--- src/axis_ctl_pkg.sv ---
// Purpose: constants shared by the axis current and status block
// Assumes: 50 MHz mclk, six axes
// Notes:   parameter numbers are the host-visible register offsets
package axis_ctl_pkg;
  localparam int unsigned NUM_AXES        = 6;
  localparam int unsigned CLK_HZ          = 50_000_000;
  localparam int unsigned MS_PER_S        = 1000;
  localparam int unsigned TICK_MS         = 1;
  localparam int unsigned MS_CYCLES       = CLK_HZ / MS_PER_S * TICK_MS;
  localparam int unsigned STANDBY_UNIT_MS = 10;
  localparam int unsigned STILL_CYC_LOG2  = 20;

  // register offsets
  localparam logic [7:0] OFF_BOOST_CURRENT   = 8'hc8;
  localparam logic [7:0] OFF_FREEWHEEL_DELAY = 8'hcc;
  localparam logic [7:0] OFF_LOAD_VALUE      = 8'hce;
  localparam logic [7:0] OFF_STALL_ERROR     = 8'hcf;
  localparam logic [7:0] OFF_DRIVER_FLAGS    = 8'hd0;
  localparam logic [7:0] OFF_GROUP_INDEX     = 8'hd5;
  localparam logic [7:0] OFF_STANDBY_DELAY   = 8'hd6;

  // reset values
  localparam logic [7:0]  RST_BOOST_CURRENT   = 8'h00;
  localparam logic [15:0] RST_FREEWHEEL_DELAY = 16'h0000;
  localparam logic [7:0]  RST_GROUP_INDEX     = 8'h00;
  localparam logic [15:0] RST_STANDBY_DELAY   = 16'h00c8;

  // driver flag word bit positions
  localparam int unsigned FLG_STALL     = 0;
  localparam int unsigned FLG_OT_SHUT   = 1;
  localparam int unsigned FLG_OT_WARN   = 2;
  localparam int unsigned FLG_SHORT_A   = 3;
  localparam int unsigned FLG_SHORT_B   = 4;
  localparam int unsigned FLG_OPEN_A    = 5;
  localparam int unsigned FLG_OPEN_B    = 6;
  localparam int unsigned FLG_STANDSTILL = 7;

  // motion commands
  typedef enum logic [2:0] {
    CMD_NONE                 = 3'b000,
    CMD_ROTATE_RIGHT         = 3'b001,
    CMD_ROTATE_LEFT          = 3'b010,
    CMD_MOTOR_HALT           = 3'b011,
    CMD_MOVE_TO_POSITION     = 3'b100,
    CMD_REFERENCE_SEARCH     = 3'b101
  } motion_cmd_e;

  // power state of one axis
  typedef enum logic [1:0] {
    PWR_RUN       = 2'b00,
    PWR_STANDBY   = 2'b01,
    PWR_FREEWHEEL = 2'b10
  } power_state_e;
endpackage : axis_ctl_pkg

--- src/axis_current_and_status_control.sv ---
// Purpose: per-axis current selection, power timers, status flags, group fan-out
// Assumes: host parameter port is synchronous to mclk; one access per cycle
// Notes:   driver inputs are levels already synchronous to mclk
//          timers share one free-running ms tick, so a delay may end up to
//          one tick early; the tick is not realigned when an axis stops
`timescale 1ns/1ps

// How it works
// - boost current in ramps; zero means run
// - freewheel cut after delay; zero disables
// - ten-bit load value readable per axis
// - stall error clears on read or motion
// - flag bit 0 is stall threshold
// - flag bit 1 is overtemperature shutdown
// - flag bit 2 is overtemperature prewarning
// - flag bits 3,4 are coil shorts
// - flag bits 5,6 are open loads
// - flag bit 7 is standstill, 2^20 cycles
// - motion commands copy to same group
// - group index zero opts out
// - standby current after power-down delay
module axis_current_and_status_control
  import axis_ctl_pkg::*;
(
  input  wire logic                          mclk,
  input  wire logic                          arst_n,
  // host parameter port
  input  wire logic                          par_set,
  input  wire logic                          par_get,
  input  wire logic [7:0]                    par_num,
  input  wire logic [2:0]                    par_axis,
  input  wire logic [15:0]                   par_wdata,
  output logic      [15:0]                   par_rdata,
  output logic                               par_valid,
  output logic                               par_error,
  // host motion command
  input  wire logic                          cmd_valid,
  input  wire logic [2:0]                    cmd_code,
  input  wire logic [2:0]                    cmd_axis,
  output logic      [NUM_AXES-1:0]           cmd_out_valid,
  output logic      [2:0]                    cmd_out_code,
  // per-axis motion and driver state
  input  wire logic [NUM_AXES-1:0]           axis_ramping,
  input  wire logic [NUM_AXES-1:0]           axis_still,
  input  wire logic [NUM_AXES*8-1:0]         run_current,
  input  wire logic [NUM_AXES*8-1:0]         standby_current,
  input  wire logic [NUM_AXES*10-1:0]        drv_load,
  input  wire logic [NUM_AXES-1:0]           drv_stall,
  input  wire logic [NUM_AXES-1:0]           drv_ot_shut,
  input  wire logic [NUM_AXES-1:0]           drv_ot_warn,
  input  wire logic [NUM_AXES-1:0]           drv_short_a,
  input  wire logic [NUM_AXES-1:0]           drv_short_b,
  input  wire logic [NUM_AXES-1:0]           drv_open_a,
  input  wire logic [NUM_AXES-1:0]           drv_open_b,
  input  wire logic [NUM_AXES-1:0]           drv_step,
  // per-axis drive outputs
  output logic      [NUM_AXES*8-1:0]         coil_current,
  output logic      [NUM_AXES-1:0]           power_cut
);

  localparam logic [15:0] MS_LAST = 16'(MS_CYCLES - 1);
  localparam logic [3:0]  TEN_LAST = 4'(STANDBY_UNIT_MS - 1);
  // last count of the standstill window; any step restarts the window
  localparam logic [19:0] STILL_LAST = 20'((32'd1 << STILL_CYC_LOG2) - 32'd1);

  // decoding for the read and write paths and for the motion command path
  // kept as functions so that every path decodes the host fields alike
  function automatic logic known_num(input logic [7:0] n);
    known_num = (n == OFF_BOOST_CURRENT) || (n == OFF_FREEWHEEL_DELAY) ||
                (n == OFF_LOAD_VALUE) || (n == OFF_STALL_ERROR) ||
                (n == OFF_DRIVER_FLAGS) || (n == OFF_GROUP_INDEX) ||
                (n == OFF_STANDBY_DELAY);
  endfunction : known_num

  function automatic logic is_motion(input logic [2:0] c);
    is_motion = (c == CMD_ROTATE_RIGHT) || (c == CMD_ROTATE_LEFT) ||
                (c == CMD_MOTOR_HALT) || (c == CMD_MOVE_TO_POSITION) ||
                (c == CMD_REFERENCE_SEARCH);
  endfunction : is_motion

  logic        acc_ok;
  logic        cmd_ok;
  logic [15:0] ms_cnt_reg;
  logic        ms_tick;
  logic [3:0]  ten_cnt_reg;
  logic        ten_tick;

  // acceptance of a parameter access and of a motion command
  assign acc_ok = (par_axis < 3'(NUM_AXES)) && known_num(par_num);
  assign cmd_ok = cmd_valid && is_motion(cmd_code) && (cmd_axis < 3'(NUM_AXES));

  // shared millisecond divider; one divider serves all axes to save area
  // it runs free, so the first delay step after stillness may come early
  always_ff @(posedge mclk or negedge arst_n) begin
    if (!arst_n) begin
      ms_cnt_reg <= 16'h0000;
    end else if (ms_cnt_reg == MS_LAST) begin
      ms_cnt_reg <= 16'h0000;
    end else begin
      ms_cnt_reg <= ms_cnt_reg + 16'h0001;
    end
  end
  assign ms_tick = (ms_cnt_reg == MS_LAST);

  // ten-millisecond tick for the standby delay
  // it counts ms ticks, so both power timers stay in step with each other
  always_ff @(posedge mclk or negedge arst_n) begin
    if (!arst_n) begin
      ten_cnt_reg <= 4'h0;
    end else if (ms_tick) begin
      ten_cnt_reg <= (ten_cnt_reg == TEN_LAST) ? 4'h0 : ten_cnt_reg + 4'h1;
    end
  end
  assign ten_tick = ms_tick && (ten_cnt_reg == TEN_LAST);

  // per-axis state
  // written inside the axis slices, read by the host mux and the fan-out
  logic [7:0]          boost_current_reg   [NUM_AXES];
  logic [15:0]         freewheel_delay_reg [NUM_AXES];
  logic [7:0]          group_index_reg     [NUM_AXES];
  logic [15:0]         standby_delay_reg   [NUM_AXES];
  logic [NUM_AXES-1:0] stall_error_reg;
  logic [7:0]          driver_flags        [NUM_AXES];
  logic [NUM_AXES-1:0] cmd_hit;

  // group fan-out: the addressed axis plus every axis sharing its nonzero group
  // the addressed axis is always hit, even when its own group is zero
  // a zero group never matches, so unrelated axes stay quiet
  always_comb begin
    for (int i = 0; i < NUM_AXES; i++) begin
      cmd_hit[i] = 1'b0;
      if (cmd_ok) begin
        cmd_hit[i] = (3'(i) == cmd_axis) ||
                     ((group_index_reg[cmd_axis] != 8'h00) &&
                      (group_index_reg[i] == group_index_reg[cmd_axis]));
      end
    end
  end

  // registered command outputs to the motion engine
  // refused commands forward no code, so the engine only sees real hits
  always_ff @(posedge mclk or negedge arst_n) begin
    if (!arst_n) begin
      cmd_out_valid <= '0;
      cmd_out_code  <= CMD_NONE;
    end else begin
      cmd_out_valid <= cmd_hit;
      cmd_out_code  <= cmd_ok ? cmd_code : CMD_NONE;
    end
  end

  // one slice per axis; slices share only the ticks and the fan-out vector
  genvar g;
  generate
    for (g = 0; g < NUM_AXES; g++) begin : g_axis
      logic [19:0]  still_cnt_reg;
      logic         standstill_reg;
      logic [15:0]  fw_cnt_reg;
      logic [15:0]  sb_cnt_reg;
      power_state_e pwr_reg;
      logic         wr_hit;
      logic [7:0]   run_i;
      logic [7:0]   sby_i;
      logic         stall_rd;
      logic         restart;
      logic         fw_due;

      assign wr_hit = par_set && acc_ok && (par_axis == 3'(g));
      assign run_i  = run_current[g*8 +: 8];
      assign sby_i  = standby_current[g*8 +: 8];

      // a stall read clears the flag; leaving stillness restarts the timers
      assign stall_rd = par_get && (par_num == OFF_STALL_ERROR) && (par_axis == 3'(g));
      assign restart  = !axis_still[g] || cmd_hit[g];

      // writable parameters; read-only numbers fall to the default branch
      // and are dropped without an error, like any write to a status value
      always_ff @(posedge mclk or negedge arst_n) begin
        if (!arst_n) begin
          boost_current_reg[g]   <= RST_BOOST_CURRENT;
          freewheel_delay_reg[g] <= RST_FREEWHEEL_DELAY;
          group_index_reg[g]     <= RST_GROUP_INDEX;
          standby_delay_reg[g]   <= RST_STANDBY_DELAY;
        end else if (wr_hit) begin
          case (par_num)
            OFF_BOOST_CURRENT:   boost_current_reg[g]   <= par_wdata[7:0];
            OFF_FREEWHEEL_DELAY: freewheel_delay_reg[g] <= par_wdata;
            OFF_GROUP_INDEX:     group_index_reg[g]     <= par_wdata[7:0];
            OFF_STANDBY_DELAY: begin
              // zero is outside the legal range, so clamp to one unit
              standby_delay_reg[g] <= (par_wdata == 16'h0000) ? 16'h0001 : par_wdata;
            end
            default: ;
          endcase
        end
      end

      // standstill detector on the driver step input
      // the counter parks at its last value, so the flag never wraps back
      always_ff @(posedge mclk or negedge arst_n) begin
        if (!arst_n) begin
          still_cnt_reg  <= 20'h00000;
          standstill_reg <= 1'b0;
        end else if (drv_step[g]) begin
          still_cnt_reg  <= 20'h00000;
          standstill_reg <= 1'b0;
        end else if (still_cnt_reg == STILL_LAST) begin
          standstill_reg <= 1'b1;
        end else begin
          still_cnt_reg <= still_cnt_reg + 20'h00001;
        end
      end

      // driver flag word
      // levels pass straight through; the host sees them on the next edge
      always_comb begin
        driver_flags[g]                 = 8'h00;
        driver_flags[g][FLG_STALL]      = drv_stall[g];
        driver_flags[g][FLG_OT_SHUT]    = drv_ot_shut[g];
        driver_flags[g][FLG_OT_WARN]    = drv_ot_warn[g];
        driver_flags[g][FLG_SHORT_A]    = drv_short_a[g];
        driver_flags[g][FLG_SHORT_B]    = drv_short_b[g];
        driver_flags[g][FLG_OPEN_A]     = drv_open_a[g];
        driver_flags[g][FLG_OPEN_B]     = drv_open_b[g];
        driver_flags[g][FLG_STANDSTILL] = standstill_reg;
      end

      // sticky stall error; a new stall in the clearing cycle wins
      // a read returns the old value at the same edge that clears it
      always_ff @(posedge mclk or negedge arst_n) begin
        if (!arst_n) begin
          stall_error_reg[g] <= 1'b0;
        end else if (drv_stall[g]) begin
          stall_error_reg[g] <= 1'b1;
        end else if (cmd_hit[g] || stall_rd) begin
          stall_error_reg[g] <= 1'b0;
        end
      end

      // freewheel is due once the programmed ms have passed; zero never cuts
      assign fw_due = (freewheel_delay_reg[g] != 16'h0000) &&
                      (fw_cnt_reg >= freewheel_delay_reg[g]);

      // freewheel timer in ms; saturates so a long still spell cannot wrap
      always_ff @(posedge mclk or negedge arst_n) begin
        if (!arst_n) begin
          fw_cnt_reg <= 16'h0000;
        end else if (restart) begin
          fw_cnt_reg <= 16'h0000;
        end else if (ms_tick && fw_cnt_reg != 16'hffff) begin
          fw_cnt_reg <= fw_cnt_reg + 16'h0001;
        end
      end

      // standby timer in 10 ms units; saturates like the freewheel timer
      always_ff @(posedge mclk or negedge arst_n) begin
        if (!arst_n) begin
          sb_cnt_reg <= 16'h0000;
        end else if (restart) begin
          sb_cnt_reg <= 16'h0000;
        end else if (ten_tick && sb_cnt_reg != 16'hffff) begin
          sb_cnt_reg <= sb_cnt_reg + 16'h0001;
        end
      end

      // power state; freewheel beats standby and only motion leaves it
      always_ff @(posedge mclk or negedge arst_n) begin
        if (!arst_n) begin
          pwr_reg <= PWR_RUN;
        end else if (restart) begin
          pwr_reg <= PWR_RUN;
        end else begin
          case (pwr_reg)
            PWR_RUN: begin
              if (fw_due) begin
                pwr_reg <= PWR_FREEWHEEL;
              end else if (sb_cnt_reg >= standby_delay_reg[g]) begin
                pwr_reg <= PWR_STANDBY;
              end
            end
            PWR_STANDBY: begin
              if (fw_due) begin
                pwr_reg <= PWR_FREEWHEEL;
              end
            end
            PWR_FREEWHEEL: pwr_reg <= PWR_FREEWHEEL;
            default:       pwr_reg <= PWR_RUN;
          endcase
        end
      end

      // current selection and power cut, registered
      // standby and freewheel override boost, so an axis in either state never boosts
      always_ff @(posedge mclk or negedge arst_n) begin
        if (!arst_n) begin
          coil_current[g*8 +: 8] <= 8'h00;
          power_cut[g]           <= 1'b0;
        end else begin
          power_cut[g] <= (pwr_reg == PWR_FREEWHEEL);
          if (pwr_reg == PWR_FREEWHEEL) begin
            coil_current[g*8 +: 8] <= 8'h00;
          end else if (pwr_reg == PWR_STANDBY) begin
            coil_current[g*8 +: 8] <= sby_i;
          end else if (axis_ramping[g] && boost_current_reg[g] != 8'h00) begin
            coil_current[g*8 +: 8] <= boost_current_reg[g];
          end else begin
            coil_current[g*8 +: 8] <= run_i;
          end
        end
      end
    end
  endgenerate

  // read path; answer one cycle after the request
  // a refused access answers with the error flag and zero data
  // unused upper bits of narrow parameters read as zero
  always_ff @(posedge mclk or negedge arst_n) begin
    if (!arst_n) begin
      par_rdata <= 16'h0000;
      par_valid <= 1'b0;
      par_error <= 1'b0;
    end else begin
      par_valid <= par_set || par_get;
      par_error <= (par_set || par_get) && !acc_ok;
      par_rdata <= 16'h0000;
      if (par_get && acc_ok) begin
        case (par_num)
          OFF_BOOST_CURRENT:   par_rdata <= {8'h00, boost_current_reg[par_axis]};
          OFF_FREEWHEEL_DELAY: par_rdata <= freewheel_delay_reg[par_axis];
          OFF_LOAD_VALUE:      par_rdata <= {6'h00, drv_load[par_axis*10 +: 10]};
          OFF_STALL_ERROR:     par_rdata <= {15'h0000, stall_error_reg[par_axis]};
          OFF_DRIVER_FLAGS:    par_rdata <= {8'h00, driver_flags[par_axis]};
          OFF_GROUP_INDEX:     par_rdata <= {8'h00, group_index_reg[par_axis]};
          OFF_STANDBY_DELAY:   par_rdata <= standby_delay_reg[par_axis];
          default:             par_rdata <= 16'h0000;
        endcase
      end
    end
  end

endmodule : axis_current_and_status_control

--- config.mk ---
export PLATFORM = sky130hd
export DESIGN_NAME = axis_current_and_status_control
export DESIGN_NICKNAME = d
export VERILOG_FILES = /design/src/axis_ctl_pkg.sv /design/src/axis_current_and_status_control.sv
export SDC_FILE = /design/constraint.sdc
export NUM_CORES = 2
export LEC_CHECK = 0
export BUFFER_PORTS_ARGS = -buffer_cell sky130_fd_sc_hd__buf_4
export CORE_ASPECT_RATIO = 1.4
export CORE_MARGIN = 2
export CORE_UTILIZATION = 30
export DETAILED_ROUTE_END_ITERATION = 10
export PLACE_DENSITY = 0.46
export SYNTH_ARGS = -nofsm -noshare
export SYNTH_HDL_FRONTEND = slang
export SYNTH_SLANG_ARGS = --single-unit
--- constraint.sdc ---
create_clock -name mclk -period 6.2 [get_ports mclk]
set_input_delay 0.62 -clock mclk [delete_from_list [all_inputs] [get_ports mclk]]
set_output_delay 0.62 -clock mclk [all_outputs]
set_load 0.005 [all_outputs]
==> qor.json <==
{
  "outcome": {"value": "complete, no violations"},
  "clk_transition_reported_paths": {"value": 70, "unit": "ps"},
  "hold_vio_cnt_final": {"value": 0},
  "tritoncts_clock_tree": {"value": "done"},
  "design.portCount": {"value": 335},
  "fmax": {"value": 0.244, "unit": "GHz"},
  "flip_flop_count_of_the_largest_register_after_layout": {"value": 120},
  "clock_buffers_created_by_tritoncts": {"value": 84},
  "setup.worst_path.end_class": {"value": "flop"},
  "first_iter_violations": {"value": 2095},
  "synthSimpleGateAreaFrac": {"value": 16.5, "unit": "%"},
  "post_cts_buffers": {"value": 0},
  "synth.distinct_cells": {"value": 86},
  "vdd_ir_drop_max": {"value": 0.182, "unit": "mV"},
  "synth_largest_type_area_fraction": {"value": 42.1, "unit": "%"},
  "synth_top_family_by_area": {"value": "simple AND/OR/NAND/NOR gates"},
  "comb_power_share": {"value": 10.5, "unit": "%"},
  "critical_path_peak_fanout": {"value": 22},
  "cts_root_buffer": {"value": "clkbuf_16"},
  "synth_edf_count": {"value": 0},
  "internal-power": {"value": 8.40, "unit": "mW"},
  "clock_skew": {"value": 34.9, "unit": "ps"},
  "fp-row-count": {"value": 162},
  "max-slew-margin-rel": {"value": 10.8, "unit": "%"},
  "hp_start": {"value": "cmd_code[2]"},
  "synthesis.nets": {"value": 4707},
  "synth_sequential_area_ratio": {"value": 43.2, "unit": "%"},
  "rr_startpoint": {"value": "group_index_reg[4]"},
  "count_of_buffers_inserted_at_the_top_level_ports": {"value": 334},
  "finalMaxSlewViolations": {"value": 0},
  "netlist_instances": {"value": 4218},
  "remaining_global_route_overflow": {"value": 0},
  "crit_path_max_incr_delay": {"value": 880, "unit": "ps"},
  "worst_skew_pair.late_latency": {"value": 710, "unit": "ps"},
  "max-clock-path-buffers": {"value": 3},
  "hold_slack_final": {"value": 102, "unit": "ps"},
  "detail_route.vias_per_cell": {"value": 5.13},
  "cp_data_required_time": {"value": 6790, "unit": "ps"},
  "finalCritPeriodShare": {"value": 66.0, "unit": "%"},
  "post-place-cells": {"value": 6210},
  "drtPass1Iterations": {"value": 5},
  "wire_length_of_the_first_global_routing_pass": {"value": 215, "unit": "mm"},
  "rsz0062_at_grt": {"value": "false"},
  "clkPwrFrac": {"value": 46.4, "unit": "%"},
  "cpMaxStageDelayCell": {"value": "nor2b_1"},
  "leakage_power": {"value": 21.9, "unit": "nW"},
  "critPathArrivalTime": {"value": 4680, "unit": "ps"},
  "groute.usage.overall": {"value": 19.8, "unit": "%"},
  "tns": {"value": 0, "unit": "ps"},
  "critPathLaunchType": {"value": "input port"},
  "path_cells": {"value": "buf_4 > nor2b_1 > a22o_1 > mux2_2 > a2111oi_0 > nand3_1 > o221ai_4 > buf_4 > nor2_1"},
  "p_per_area": {"value": 231, "unit": "mW/mm^2"},
  "antenna_left": {"value": 0},
  "post_synth_mux_area_share": {"value": 14.1, "unit": "%"},
  "final_period_minus_worst_setup_slack": {"value": 4090, "unit": "ps"},
  "depth_of_the_cts_h_tree": {"value": 3},
  "syn_avg_cell_area": {"value": 9.97, "unit": "sq um"},
  "clock-sinks": {"value": 725},
  "hold_class": {"value": "in2reg"},
  "swShare": {"value": 26.4, "unit": "%"},
  "fp.dieW": {"value": 320, "unit": "um"},
  "sequentialPowerShare": {"value": 43.2, "unit": "%"},
  "nets": {"value": 4982},
  "ys.warnings.count": {"value": 0},
  "post_route_cells_drive_above_1_share": {"value": 20.5, "unit": "%"},
  "hpwlAfterDp": {"value": 104, "unit": "mm"},
  "netSwitchingPower": {"value": 3.02, "unit": "mW"},
  "routed_wire_length_per_instance": {"value": 22.4, "unit": "um"},
  "antenna_found_initial": {"value": 10},
  "initial_core_util": {"value": 30.2, "unit": "%"},
  "crit_type": {"value": "in2reg"},
  "first_global_vias": {"value": 33243},
  "synthAdderAreaFrac": {"value": 6.99, "unit": "%"},
  "die_y": {"value": 447, "unit": "um"},
  "regToRegSetupSlack": {"value": 2420, "unit": "ps"},
  "worst_path_most_repeated_cell": {"value": "buf_4"},
  "netlist_area": {"value": 0.0420, "unit": "sq mm"},
  "netlist.top_cell.by_area": {"value": "dfrtp_1"},
  "worst_pin_slew": {"value": 1330, "unit": "ps"},
  "layout.filler_cells": {"value": 14121},
  "max_capacitance_violation_total": {"value": 0},
  "synth_area_leaders": {"value": "dfrtp_1, mux2_2, ha_1"},
  "min_delay_endpoint": {"value": "cmd_out_code[1]"},
  "area_growth": {"value": 17.5, "unit": "%"},
  "gp_congestion": {"value": 0.918},
  "num_vias": {"value": 32660},
  "drc": {"value": 0},
  "die_area": {"value": 0.143, "unit": "sq mm"},
  "yosys_most_used_dff": {"value": "dfrtp_1"},
  "synth-compound-area-share": {"value": 8.23, "unit": "%"},
  "worstHoldPathCells": {"value": 2},
  "core-area": {"value": 0.139, "unit": "sq mm"},
  "timing.final.setup_violations": {"value": 0},
  "timing.rr.end": {"value": "g_axis[1].fw_cnt_reg[13]"},
  "layout.cells.non_filler": {"value": 6372},
  "synth.ff_latch_count": {"value": 725},
  "finalWirelength": {"value": 143, "unit": "mm"},
  "grt_start_max_net_pins": {"value": 144},
  "synthArstFlopShare": {"value": 100, "unit": "%"},
  "rr_worst_depth": {"value": 7},
  "yosys.area_share.xor_xnor": {"value": 6.73, "unit": "%"}
}
==> cell usage after synthesis, types with 11 or more instances <==
| library cell | instances |
|---|---|
| a2111oi_0 | 11 |
| a211oi_1 | 15 |
| a21o_1 | 22 |
| a21oi_1 | 216 |
| a22oi_1 | 17 |
| a31oi_1 | 29 |
| and2_1 | 22 |
| and3_1 | 45 |
| and4_1 | 34 |
| buf_1 | 34 |
| buf_2 | 26 |
| clkbuf_1 | 120 |
| dfrtp_1 | 707 |
| dfstp_2 | 18 |
| ha_1 | 235 |
| inv_1 | 266 |
| mux2_2 | 301 |
| mux2i_1 | 92 |
| mux4_2 | 69 |
| nand2_1 | 313 |
| nand2b_1 | 21 |
| nand3_1 | 132 |
| nand4_1 | 110 |
| nor2_1 | 555 |
| nor2b_1 | 29 |
| nor3_1 | 81 |
| nor3b_1 | 12 |
| nor4_1 | 54 |
| o21a_1 | 17 |
| o21ai_0 | 94 |
| o22a_1 | 16 |
| o22ai_1 | 11 |
| or2_2 | 12 |
| or4_1 | 15 |
| xnor2_1 | 176 |
| xor2_1 | 147 |
==> cells in the final DEF, fill, tap and decap left out, types with 92 or more instances in the layout <==
cell type	count
nand3_1	132
xor2_1	147
dfrtp_1	707
buf_4	368
nand2_1	313
nor2_1	555
o21ai_0	94
xnor2_1	176
nand4_1	110
ha_1	235
mux2_2	301
inv_1	266
mux2i_1	92
a21oi_1	216
==> per-layer routing <==
metal  wire length (um)  GRT usage, %  part of all wire [%]  up-vias
met5                 76             0                 0.053        -
met4               4580          7.08                   3.2       12
met3               6050          2.70                   4.2      207
met2              72700          35.7                    51      765
met1              59200          24.0                    42    16317
li1                   -             -                     -    15359
==> worst max-delay path by stage <==
stage	from	end
detailed placement	cmd_axis[1]	g_axis[5].fw_cnt_reg[11]
global route	cmd_axis[1]	g_axis[5].fw_cnt_reg[8]
finish	cmd_axis[1]	g_axis[5].fw_cnt_reg[8]
global placement	cmd_axis[1]	g_axis[5].fw_cnt_reg[9]
floorplan	cmd_axis[0]	g_axis[5].fw_cnt_reg[0]
CTS	cmd_axis[1]	g_axis[5].fw_cnt_reg[8]
==> final cells by class <==
class,instances,area [sq um],share of cell area (%)
multi-input combinational,3039,22200,44.9
sequential,725,18200,36.8
timing repair buffer,376,2900,5.88
clock buffer,124,2460,4.99
tap,1804,2260,4.57
inverter,267,1000,2.03
clock inverter,33,437,0.884
antenna,4,10.0,0.0203
==> through the flow <==
stage	area [sq um]	worst slack (ps)	utilization [%]	power, mW
floorplan	42000	3010	-	5.52
global placement	46500	1460	33.4	6.22
detailed placement	46500	1470	33.4	6.23
CTS	49400	2220	35.5	11.6
global route	49400	2030	35.5	11.9
finish	49400	2110	35.5	11.4
==> worst max-delay path, delay by kind of cell <==
family                 cells  cell delay, ps
AOI/OAI and AO/OA          3            1930
buffers and inverters      2             550
muxes                      1             340
and+or+nand+nor            3            1180
==> timing repair <==
item	CTS	global route
hold buffers	1	0
gates resized for setup	0	0
endpoints found under the hold margin	76	0
==> power groups by stage <==
stage,sequential [mW],combinational (mW),clock [mW]
finish,4.93,1.19,5.29
global route,4.94,1.30,5.64
CTS,4.93,1.21,5.46
detailed placement,5.02,1.21,0
global placement,5.01,1.21,0
floorplan,5.02,0.503,0
==> logic make-up (layout without fill, tap and decap cells) <==
group,count (synthesis),in the layout
AOI/OAI and AO/OA,549,549
xor gates and xnor gates,323,323
adders and majority gates,235,235
buffers and inverters,454,800
DFF,725,725
muxes,465,465
other,0,4
and+or+nand+nor,1467,1467
Note: power is estimated with default switching activity, not from simulation.
